==> config.mk <==
export PLATFORM = sky130hd
export DESIGN_NAME = boot_config_vector_capture
export DESIGN_NICKNAME = d
export VERILOG_FILES = /design/src/pkg/boot_cfg_pkg.sv /design/src/rtl/boot_vector_decode.sv /design/src/rtl/reset_hold_timer.sv /design/src/rtl/boot_config_vector_capture.sv
export VERILOG_INCLUDE_DIRS = /design/src /design/src/pkg
export SDC_FILE = /design/constraint.sdc
export NUM_CORES = 1
export LEC_CHECK = 0
export ABC_AREA = 1
export CORE_MARGIN = 4
export CORE_UTILIZATION = 55
export DETAILED_ROUTE_END_ITERATION = 8
export DONT_BUFFER_PORTS = 1
export GPL_TIMING_DRIVEN = 0
export PLACE_DENSITY = 0.78
export SLEW_MARGIN = 25
export SYNTH_ARGS = -nofsm -noshare
export SYNTH_HDL_FRONTEND = slang
export SYNTH_SLANG_ARGS = --single-unit
==> constraint.sdc <==
create_clock -name REF_CLK -period 2.1 [get_ports REF_CLK]
set_input_delay 0.105 -clock REF_CLK [delete_from_list [all_inputs] [get_ports REF_CLK]]
set_output_delay 0.105 -clock REF_CLK [all_outputs]
set_load 0.03 [all_outputs]
==> src/pkg/boot_cfg_map.svh <==
`ifndef BOOT_CFG_MAP_SVH
`define BOOT_CFG_MAP_SVH

// Vector field positions
`define BOOTVEC_MULT_HI    2
`define BOOTVEC_MULT_LO    0
`define BOOTVEC_ENDIAN     3
`define BOOTVEC_WIDTH_HI   6
`define BOOTVEC_WIDTH_LO   5
`define BOOTVEC_RSTMODE    7
`define BOOTVEC_WDT_OFF    8
`define BOOTVEC_PCI_HI     11
`define BOOTVEC_PCI_LO     9

// Reset values, legal codes and the reserved width code
`define BOOTVEC_RESET      16'h0000
`define MULT_X2            3'h0
`define WIDTH_RSVD         2'h3
`define RSTMODE_NORMAL     1'h0

// Least reset hold after cold reset, in clock cycles
`define RESET_HOLD_CYCLES  4096

`endif

==> src/pkg/boot_cfg_pkg.sv <==
package boot_cfg_pkg;

  // PCI operating modes
  typedef enum logic [2:0] {
    PCI_OFF      = 3'h0,
    PCI_SAT_NRDY = 3'h1,
    PCI_SAT_SUSP = 3'h2,
    PCI_HOST_EXT = 3'h3,
    PCI_HOST_FIX = 3'h4,
    PCI_HOST_RR  = 3'h5,
    PCI_RSVD6    = 3'h6,
    PCI_RSVD7    = 3'h7
  } pci_mode_t;

  // Decoded start-up settings
  typedef struct packed {
    logic [2:0]  cpu_mult;
    logic        big_endian;
    logic [1:0]  boot_width;
    logic        reset_mode;
    logic        wdt_enable;
    pci_mode_t   pci_mode;
    logic        pci_enable;
    logic [15:0] boot_vector_field;
  } boot_cfg_t;

  // Decoder state
  typedef struct packed {
    boot_cfg_t cfg;
    logic      err;
  } dec_state_t;

  // Reset sequencing phases
  typedef enum logic [1:0] {
    PH_COLD,
    PH_STRETCH,
    PH_RUN
  } phase_t;

  // Sequencer state
  typedef struct packed {
    phase_t      phase;
    logic [15:0] sample;
    logic        bus_oe;
    logic        boot_output_enable_n_n;
    logic        bdir_n;
    logic        rst_oe;
    logic        warm;
    logic        done;
    logic        start;
  } seq_state_t;

  // Satellite modes start with the PCI interface enabled
  function automatic logic pci_enable_init(input pci_mode_t m);
    return (m == PCI_SAT_NRDY) || (m == PCI_SAT_SUSP);
  endfunction

endpackage

==> src/rtl/boot_vector_decode.sv <==
`timescale 1ns/1ps
`include "boot_cfg_map.svh"
module boot_vector_decode (
  // Clock and reset
  input  wire logic                   clk,
  input  wire logic                   rst_b,
  // Capture request
  input  wire logic                   load,
  input  wire logic [15:0]            vector,
  // Decoded settings
  output boot_cfg_pkg::boot_cfg_t     cfg,
  output logic                        cfg_err
);
  import boot_cfg_pkg::*;

  dec_state_t s_q;
  dec_state_t s_d;

  // Decode once at the capture edge; held until the next one
  always_comb begin
    s_d = s_q;
    if (load) begin
      s_d.cfg.boot_vector_field = vector;
      s_d.cfg.cpu_mult   = vector[`BOOTVEC_MULT_HI:`BOOTVEC_MULT_LO];
      s_d.cfg.big_endian = vector[`BOOTVEC_ENDIAN];
      s_d.cfg.boot_width = vector[`BOOTVEC_WIDTH_HI:`BOOTVEC_WIDTH_LO];
      s_d.cfg.reset_mode = vector[`BOOTVEC_RSTMODE];
      s_d.cfg.wdt_enable = ~vector[`BOOTVEC_WDT_OFF];
      s_d.cfg.pci_mode   = pci_mode_t'(vector[`BOOTVEC_PCI_HI:`BOOTVEC_PCI_LO]);
      s_d.cfg.pci_enable = pci_enable_init(s_d.cfg.pci_mode);
      // Reserved codes are kept as given but flagged for the system
      s_d.err = (s_d.cfg.cpu_mult != `MULT_X2) || (s_d.cfg.boot_width == `WIDTH_RSVD)
             || (s_d.cfg.reset_mode != `RSTMODE_NORMAL) || (s_d.cfg.pci_mode > PCI_HOST_RR);
    end
  end

  // State register
  always_ff @(posedge clk or negedge rst_b) begin
    if (!rst_b) begin
      s_q <= '0;
    end else begin
      s_q <= s_d;
    end
  end

  assign cfg     = s_q.cfg;
  assign cfg_err = s_q.err;
endmodule // boot_vector_decode

==> src/rtl/reset_hold_timer.sv <==
`timescale 1ns/1ps
module reset_hold_timer #(
  parameter int HOLD_CYCLES = 4096
) (
  // Clock and reset
  input  wire logic clk,
  input  wire logic rst_b,
  // Control
  input  wire logic start,
  input  wire logic abort,
  // Status
  output logic      done
);
  localparam int CW = $clog2(HOLD_CYCLES + 1);

  typedef struct packed {
    logic [CW-1:0] cnt;
    logic          busy;
    logic          done;
  } tmr_state_t;

  tmr_state_t s_q;
  tmr_state_t s_d;

  // Down counter; abort wins so a new cold reset restarts the wait
  always_comb begin
    s_d = s_q;
    if (abort) begin
      s_d = '0;
    end else if (start) begin
      s_d.cnt  = CW'(HOLD_CYCLES - 1);
      s_d.busy = 1'b1;
      s_d.done = 1'b0;
    end else if (s_q.busy) begin
      if (s_q.cnt == '0) begin
        s_d.busy = 1'b0;
        s_d.done = 1'b1;
      end else begin
        s_d.cnt = s_q.cnt - CW'(1);
      end
    end
  end

  // State register
  always_ff @(posedge clk or negedge rst_b) begin
    if (!rst_b) begin
      s_q <= '0;
    end else begin
      s_q <= s_d;
    end
  end

  assign done = s_q.done;
endmodule // reset_hold_timer

==> src/rtl/boot_config_vector_capture.sv <==
`timescale 1ns/1ps
`include "boot_cfg_map.svh"
module boot_config_vector_capture #(
  parameter int RESET_HOLD_CYCLES = `RESET_HOLD_CYCLES
) (
  // Clock and reset
  input  wire logic                   REF_CLK,
  input  wire logic                   RST_B,
  // Cold reset from the board
  input  wire logic                   POWER_ON_RESET_IN_N,
  // Memory data bus, vector input and drive enable
  input  wire logic [15:0]            MEM_DATA_BUS_I,
  output logic                        MEM_DATA_BUS_OE,
  // Bus buffer controls
  output logic                        BOOT_OUTPUT_ENABLE_N,
  output logic                        BUFFER_DIRECTION_N,
  // System reset line, two-way
  input  wire logic                   SYSTEM_RESET_LINE_N_I,
  output logic                        SYSTEM_RESET_LINE_N_O,
  output logic                        SYSTEM_RESET_LINE_N_OE,
  // Status
  output logic                        WARM_RESET,
  output logic                        BOOT_DONE,
  // Decoded settings
  output boot_cfg_pkg::boot_cfg_t     BOOT_CFG,
  output logic                        BOOT_CFG_ERR
);
  import boot_cfg_pkg::*;

  seq_state_t s_q;
  seq_state_t s_d;
  logic       cold;
  logic       load;
  logic       hold_done;

  // Cold reset level and its negation edge
  assign cold = ~POWER_ON_RESET_IN_N;
  assign load = ~cold && (s_q.phase == PH_COLD);

  // Vector decode and settings hold
  boot_vector_decode u_decode (
    .clk     (REF_CLK),
    .rst_b   (RST_B),
    .load    (load),
    .vector  (s_q.sample),
    .cfg     (BOOT_CFG),
    .cfg_err (BOOT_CFG_ERR)
  );

  // Reset stretch after cold reset; restarts on a new cold reset
  reset_hold_timer #(
    .HOLD_CYCLES (RESET_HOLD_CYCLES)
  ) u_timer (
    .clk   (REF_CLK),
    .rst_b (RST_B),
    .start (s_q.start),
    .abort (cold),
    .done  (hold_done)
  );

  // Reset sequencer: cold overrides every phase
  always_comb begin
    s_d       = s_q;
    s_d.start = 1'b0;
    if (cold) begin
      s_d.phase  = PH_COLD;
      s_d.sample = MEM_DATA_BUS_I;
      s_d.bus_oe = 1'b0;
      s_d.boot_output_enable_n_n = 1'b0;
      s_d.bdir_n = 1'b0;
      s_d.rst_oe = 1'b1;
      s_d.warm   = 1'b0;
      s_d.done   = 1'b0;
    end else begin
      case (s_q.phase)
        PH_COLD: begin
          // Vector already latched from the last cold cycle
          s_d.phase  = PH_STRETCH;
          s_d.start  = 1'b1;
          s_d.bus_oe = 1'b1;
          s_d.boot_output_enable_n_n = 1'b1;
          s_d.bdir_n = 1'b1;
        end
        PH_STRETCH: begin
          // Keep the line low until the hold count has run out
          if (hold_done) begin
            s_d.phase  = PH_RUN;
            s_d.rst_oe = 1'b0;
            s_d.done   = 1'b1;
          end
        end
        PH_RUN: begin
          // Line is now an input; a low level is a warm reset
          s_d.warm = ~SYSTEM_RESET_LINE_N_I;
        end
        default: begin
          s_d.phase = PH_COLD;
        end
      endcase
    end
  end

  // State register; reset state is the cold reset state, except that the sample loads BOOTVEC_RESET instead of the bus
  always_ff @(posedge REF_CLK or negedge RST_B) begin
    if (!RST_B) begin
      s_q        <= '0;
      s_q.phase  <= PH_COLD;
      s_q.sample <= `BOOTVEC_RESET;
      s_q.rst_oe <= 1'b1;
    end else begin
      s_q <= s_d;
    end
  end

  // Outputs straight from state flops; line only ever pulled low
  assign MEM_DATA_BUS_OE        = s_q.bus_oe;
  assign BOOT_OUTPUT_ENABLE_N   = s_q.boot_output_enable_n_n;
  assign BUFFER_DIRECTION_N     = s_q.bdir_n;
  assign SYSTEM_RESET_LINE_N_O  = 1'b0;
  assign SYSTEM_RESET_LINE_N_OE = s_q.rst_oe;
  assign WARM_RESET             = s_q.warm;
  assign BOOT_DONE              = s_q.done;

  // Cycles the reset line has been held since cold negation
  logic [31:0] held_q;
  always_ff @(posedge REF_CLK or negedge RST_B) begin
    if (!RST_B) begin
      held_q <= 32'h0;
    end else if (cold) begin
      held_q <= 32'h0;
    end else if (s_q.rst_oe) begin
      held_q <= held_q + 32'h1;
    end
  end
endmodule // boot_config_vector_capture

-- After elaboration in Yosys (flattened, before gate mapping)
Index checks and enable logic that the tools add are counted.
- register bits: 69
- input port bits: 20
- eq/ne operators: 14
- reduce and logical (&&, ||, !) cells: 12
- bitwise gates (word level): 2
- order comparisons: 1
- multiplexer cells: 17
- $add $sub $neg: 1
- operators by type and width (cell ; number):
    two-way mux 15 bit ; 3
    logical NOT 13 bit ; 1
    two-way mux 13 bit ; 1
    subtractor 13 x 1 -> 13 bit, second input constant ; 1
    inequality test 2 x 1 -> 1 bit, second input constant ; 4
    AND reduction 2 bit ; 4
    two-way mux 1 bit ; 7
    two-way mux 2 bit ; 3
    two-way mux 6 bit ; 1
    inequality test 3 x 1 -> 1 bit, second input constant ; 2
    one-hot mux 2 bit (3 select lines) ; 1
    == test 2 bit, second input constant ; 2
    logical OR 1 bit ; 4
    == test 3 x 1 -> 1 bit, second input constant ; 1
    == test 3 x 2 -> 1 bit, second input constant ; 1
    greater-than comparator 3 bit, second input constant ; 1
    two-way mux 3 bit ; 1
    inequality test 3 x 2 -> 1 bit, second input constant ; 1
    inequality test 3 bit, second input constant ; 1
    nonzero test 3 bit ; 1
    == test 2 x 1 -> 1 bit, second input constant ; 1
    logical NOT 2 bit ; 1
    inequality test 2 bit, second input constant ; 1
    inverter 1 bit ; 2
    logical AND 1 bit ; 1

-- Logic depth before layout (Yosys ltp)
- depth after elaboration: 5
- mapped depth: 10

-- By module
Synthesis repeated with hierarchy kept, for this count alone.
- cells, all modules: 357
- area total of the unflattened synthesis: 2793.9 µm²
- by module, submodules not included (module ; seq. area each (µm²) ; area an instance (µm²) ; instances ; cells an instance):
    reset_hold_timer ; 375.4 ; 1019.7 ; 1 ; 157
    boot_config_vector_capture ; 576.8 ; 953.4 ; 1 ; 104
    boot_vector_decode ; 475.5 ; 820.8 ; 1 ; 96

-- Worst setup path after synthesis
Ideal clock, no wire load.
- path type: register to register
- start: reg u_timer.s_q[2] in the netlist's numbering
- end: reg u_timer.s_q[12] in the netlist's numbering
- cell stages (with the launch flop): 10
- clock period less this slack: 1.333 ns
- slack: 0.767 ns
- setup time: 0.116 ns
- arrival: 1.217 ns
- required time: 1.984 ns
- path through: dfrtp_1 > inv_1 > ha_1 > nand2_1 > nor2_1 > nand3_1 > nand3_1 > nand2_1 > nand2_1 > nand2_1
- word-level cells in the longest chain between the ends: 5
- ends and longest elaborated chain (what ; RTL line ; RTL):
    start, declared ; reset_hold_timer.sv:22 ; tmr_state_t s_q;
    start signal, assigned ; reset_hold_timer.sv:47 ; s_q <= '0;
    start signal, assigned ; reset_hold_timer.sv:49 ; s_q <= s_d;
    subtractor 13 x 1 -> 13 bit ; reset_hold_timer.sv:39 ; s_d.cnt = s_q.cnt - CW'(1);
    two-way mux 13 bit ; reset_hold_timer.sv:35 ; if (s_q.cnt == '0) begin
    two-way mux 15 bit ; reset_hold_timer.sv:34 ; end else if (s_q.busy) begin
    two-way mux 15 bit ; reset_hold_timer.sv:30 ; end else if (start) begin
    two-way mux 15 bit ; reset_hold_timer.sv:28 ; if (abort) begin
Parallel ways exist; a longest one is shown, timed or not. The select of a mux whose other input is x is not followed.
A chain may end at the register's enable or synchronous reset.

-- Final worst setup path
- start: reg u_timer.s_q[3] in the netlist's numbering
- end: reg u_timer.s_q[5] in the netlist's numbering
The elaborated chain is that of the path after synthesis.

==> results.rst <==
.. list-table::
   :header-rows: 1

   * - Metric
     - Value
   * - Data arrival time of the worst path
     - 1.83 ns
   * - Setup repair after global routing missed its margin
     - false
   * - Path type of the worst min-delay path
     - in -> reg
   * - Max-capacitance violation count
     - 0
   * - Clock tree buffer depth
     - 2
   * - N_diodes
     - 0
   * - Wirelength, routed
     - 5920 microns
   * - Minimum period implied by the final worst setup slack
     - between 1.5 and 2 ns
   * - Detailed-route wire length per cell
     - between 10 and 15 microns
   * - Via count of the first global-routing pass
     - between 2,000 and 2,500
   * - Peak clock frequency supported by timing
     - between 0.6 and 0.7 GHz
   * - Met1 Routed Length
     - about 2500 microns
   * - Met2 layer wire length in the routed design
     - 2990 microns
   * - Number of inserted filler cells in the final layout
     - ~370
   * - Combined flip-flop and latch cell area
     - around 1400 sq um
   * - Global placer's final weighted congestion
     - approximately 0.81
   * - #FFs+latches synth
     - between 50 and 60
   * - Cell count of the worst reg-to-reg path
     - 9
   * - Root buffer cell
     - sky130_fd_sc_hd__clkbuf_8
   * - Min-delay src
     - POWER_ON_RESET_IN_N
   * - Async S/R FF share, synth
     - 100%
   * - H-tree depth
     - 3
   * - Post-CTS clock slew at the launch and capture registers of the worst setup and hold paths
     - approximately 0.070 ns
   * - Total area of multi-input combinational cells
     - approximately 1000 sq um
   * - Relative slew slack
     - 65.8%
   * - Initial standard-cell utilization of the core
     - between 50% and 60%
   * - Reg-to-reg startpoint
     - u_timer.s_q[3]
   * - Top routing layer in use
     - met4
   * - Pwr per Cell Area
     - 1030 nW/um^2
   * - Max-slew violations
     - 0
   * - DP Wirelength
     - around 3700 microns
   * - Transition time at the pin with the least slew margin
     - ~0.5 ns
   * - Count of flip-flops with a built-in enable after synthesis
     - 0
   * - X dimension of the die
     - 77.9 microns
   * - CP Launch Type
     - flop
   * - Per-instance average area after synthesis
     - approximately 8.0 sq um
   * - Port-buffer cells
     - 0
   * - Grt ovf
     - 0
   * - Dominant register cell in the synthesized netlist
     - sky130_fd_sc_hd__dfrtp_1
   * - Number of optimization iterations in the first detailed-route pass
     - 4
   * - Cell area after synthesis
     - between 2000 and 3000 sq um
   * - Reg-to-Reg End
     - u_timer.s_q[5]
   * - Routed length on met3
     - around 400 microns
   * - Final setup TNS
     - 0 ns
   * - IR Drop Worst-Case VDD
     - roughly 0.6 mV
   * - Required time at the endpoint of the critical path
     - about 2.4 ns
   * - Number of DRC markers after the initial detailed-route iteration
     - 157
   * - Synth Net Count
     - around 360
   * - Antenna viol nets, final
     - 0
   * - Via/cell ratio
     - around 5
   * - Count of nets after finishing
     - ~390
   * - Depth of the worst hold-timing path
     - 3
   * - Floorplan Core Area
     - ~4700 sq um
   * - Via count
     - approximately 2,200
   * - Total count of hold-check failures in the final report
     - 0
   * - Setup slack on the worst flop-to-flop path
     - between 0.5 and 0.6 ns
   * - TritonCTS clock tree
     - yes
   * - Worst Path Class, Setup
     - reg -> reg
   * - Synthesis warning total
     - 0
   * - Leak Pwr
     - between 1.5 and 2 nW
   * - Wire length of the first global-routing pass
     - 10,300 microns
   * - Worst-case hold slack
     - 0.0783 ns
   * - Total clock sinks
     - 57
   * - Clock buffer count from CTS
     - 9
   * - Global-route usage over all layers
     - between 20% and 30%
   * - Crit path max fanout
     - 10
   * - Final Cycle Share
     - around three quarters
   * - Number of antenna violations at the first check in global routing
     - 0
   * - Hold Path Sink
     - WARM_RESET
   * - Number of failing setup endpoints in the final timing report
     - 0
   * - Maximum number of pins on one net before global-route repair
     - a little under 60
   * - Layout cells sized above 1
     - 12.7%
   * - Placement row count
     - 25
   * - Part of the Yosys area used for sequential elements
     - between 50% and 60%
   * - Element type at the critical path end
     - flop
   * - Later-pin clock latency in the skew report
     - between 0.3 and 0.4 ns
   * - Final clock skew
     - 0.00657 ns
   * - Result of the run
     - completed
   * - Total DRC errors in the routed layout
     - 0
   * - Number of gates resized after cts
     - 0
   * - Cell variety after synth
     - 28
   * - Die boundary height
     - about 80 microns
   * - Area of the die
     - between 6000 and 7000 sq um
   * - IO Pins
     - 56
   * - Synthesis-to-finish area growth
     - 19.3%
   * - Post-CTS Setup Inserts
     - 0
   * - Cell count after synthesis
     - 335
## synth_stat cells (all sizes together) (2+ instances only)
| library cell | count | area share (%) |
|---|---|---|
| nand2 | 135 | 19 |
| dfrtp | 56 | 52 |
| o21bai | 2 | 0.56 |
| inv | 29 | 4.0 |
| buf | 22 | 5.6 |
| o21ai | 26 | 5.0 |
| nor2 | 32 | 4.7 |
| o21a | 2 | 0.56 |
| a21oi | 4 | 1.2 |
| clkbuf | 2 | 0.28 |
| nand3 | 13 | 2.4 |
| ha | 2 | 0.93 |
## kinds of logic after synthesis
logic type               after synthesis  share of synthesized area (%)
AO/OA/AOI/OAI                         36                           8.28
XOR/XNOR                               1                          0.326
adder cells (fa/ha/maj)                2                          0.931
buffers and inverters                 53                           9.96
flip-flops                            57                           53.1
other                                  1                          0.139
AND/OR/NAND/NOR                      185                           27.3
## final cells by class
cell class                 count  area share, %
clock buffer                  10           4.29
buffer                        24           4.95
tap                           67           2.61
multi-input combinational    225           31.0
clock inverter                 6           2.81
timing repair buffer          19           6.47
sequential                    57           44.5
inverter                      29           3.39
## where the power goes
group	switching, W	total (W)	internal [W]
sequential	0.000250	0.00147	0.00122
clock	0.000472	0.00118	0.000704
combinational	0.000417	0.000656	0.000239
total	0.00114	0.00330	0.00216
## flip-flops by register name, indices dropped and copies added (netlist names)
signal / flops
BOOT_DONE: 1
u_decode.cfg: 18
WARM_RESET: 1
s_q: 19
MEM_DATA_BUS_OE: 1
SYSTEM_RESET_LINE_N_OE: 1
u_decode.cfg_err: 1
u_timer.done: 1
u_timer.s_q: 14
## through the flow
stage	utilization, %	worst slack [ns]	cells	power, W	area, sq um
after floorplan	-	0.767	335	0.00197	2690
after global placement	58.7	0.632	402	0.00206	2770
after detailed placement	58.7	0.581	402	0.00208	2770
after CTS	67.9	0.567	437	0.00332	3210
after global routing	67.9	0.394	437	0.00349	3210
final	67.9	0.557	437	0.00330	3210
## worst max-delay path, stage by stage, from the launching register on
cell	delay, ns
sky130_fd_sc_hd__dfrtp_1	0.38
sky130_fd_sc_hd__inv_1	0.08
sky130_fd_sc_hd__ha_1	0.21
sky130_fd_sc_hd__nand2_1	0.09
sky130_fd_sc_hd__nor2_2	0.04
sky130_fd_sc_hd__nand2_2	0.09
sky130_fd_sc_hd__nand2_1	0.10
sky130_fd_sc_hd__a21oi_4	0.32
sky130_fd_sc_hd__nand2_1	0.11
sky130_fd_sc_hd__nand2_1	0.07
## metal layers
layer  global-route usage [%]  up-vias
met3                     8.35        8
met5                        0        -
met2                     35.4       78
met4                     6.64        0
li1                         -     1078
met1                     26.6     1015
## timing repair
action                                 4_1_cts  5_1_grt
endpoints found under the hold margin       74        0
hold buffers                                19        0
setup endpoints to repair                    0        0
## worst max-delay path by stage
stage / start / end / depth (start not counted)
after floorplan: u_timer.s_q[2] / u_timer.s_q[12] / 9
after global placement: u_timer.s_q[2] / u_timer.s_q[12] / 9
after detailed placement: u_timer.s_q[2] / u_timer.s_q[12] / 9
after CTS: u_timer.s_q[3] / u_timer.s_q[8] / 9
after global routing: u_timer.s_q[2] / u_timer.s_q[12] / 9
final: u_timer.s_q[3] / u_timer.s_q[5] / 9
## cell usage in the layout, fill, tap and decap left out, drive strengths merged, types with 2 or more instances in the layout
cell type,instances
nand2,135
dfrtp,56
nor2,32
inv,30
o21ai,26
buf,23
dlygate4sd3,18
nand3,13
clkbuf,12
a21oi,4
o21a,2
o21bai,2
ha,2
bufinv,2
clkinv,2
Power figures use the tool's default switching activity.
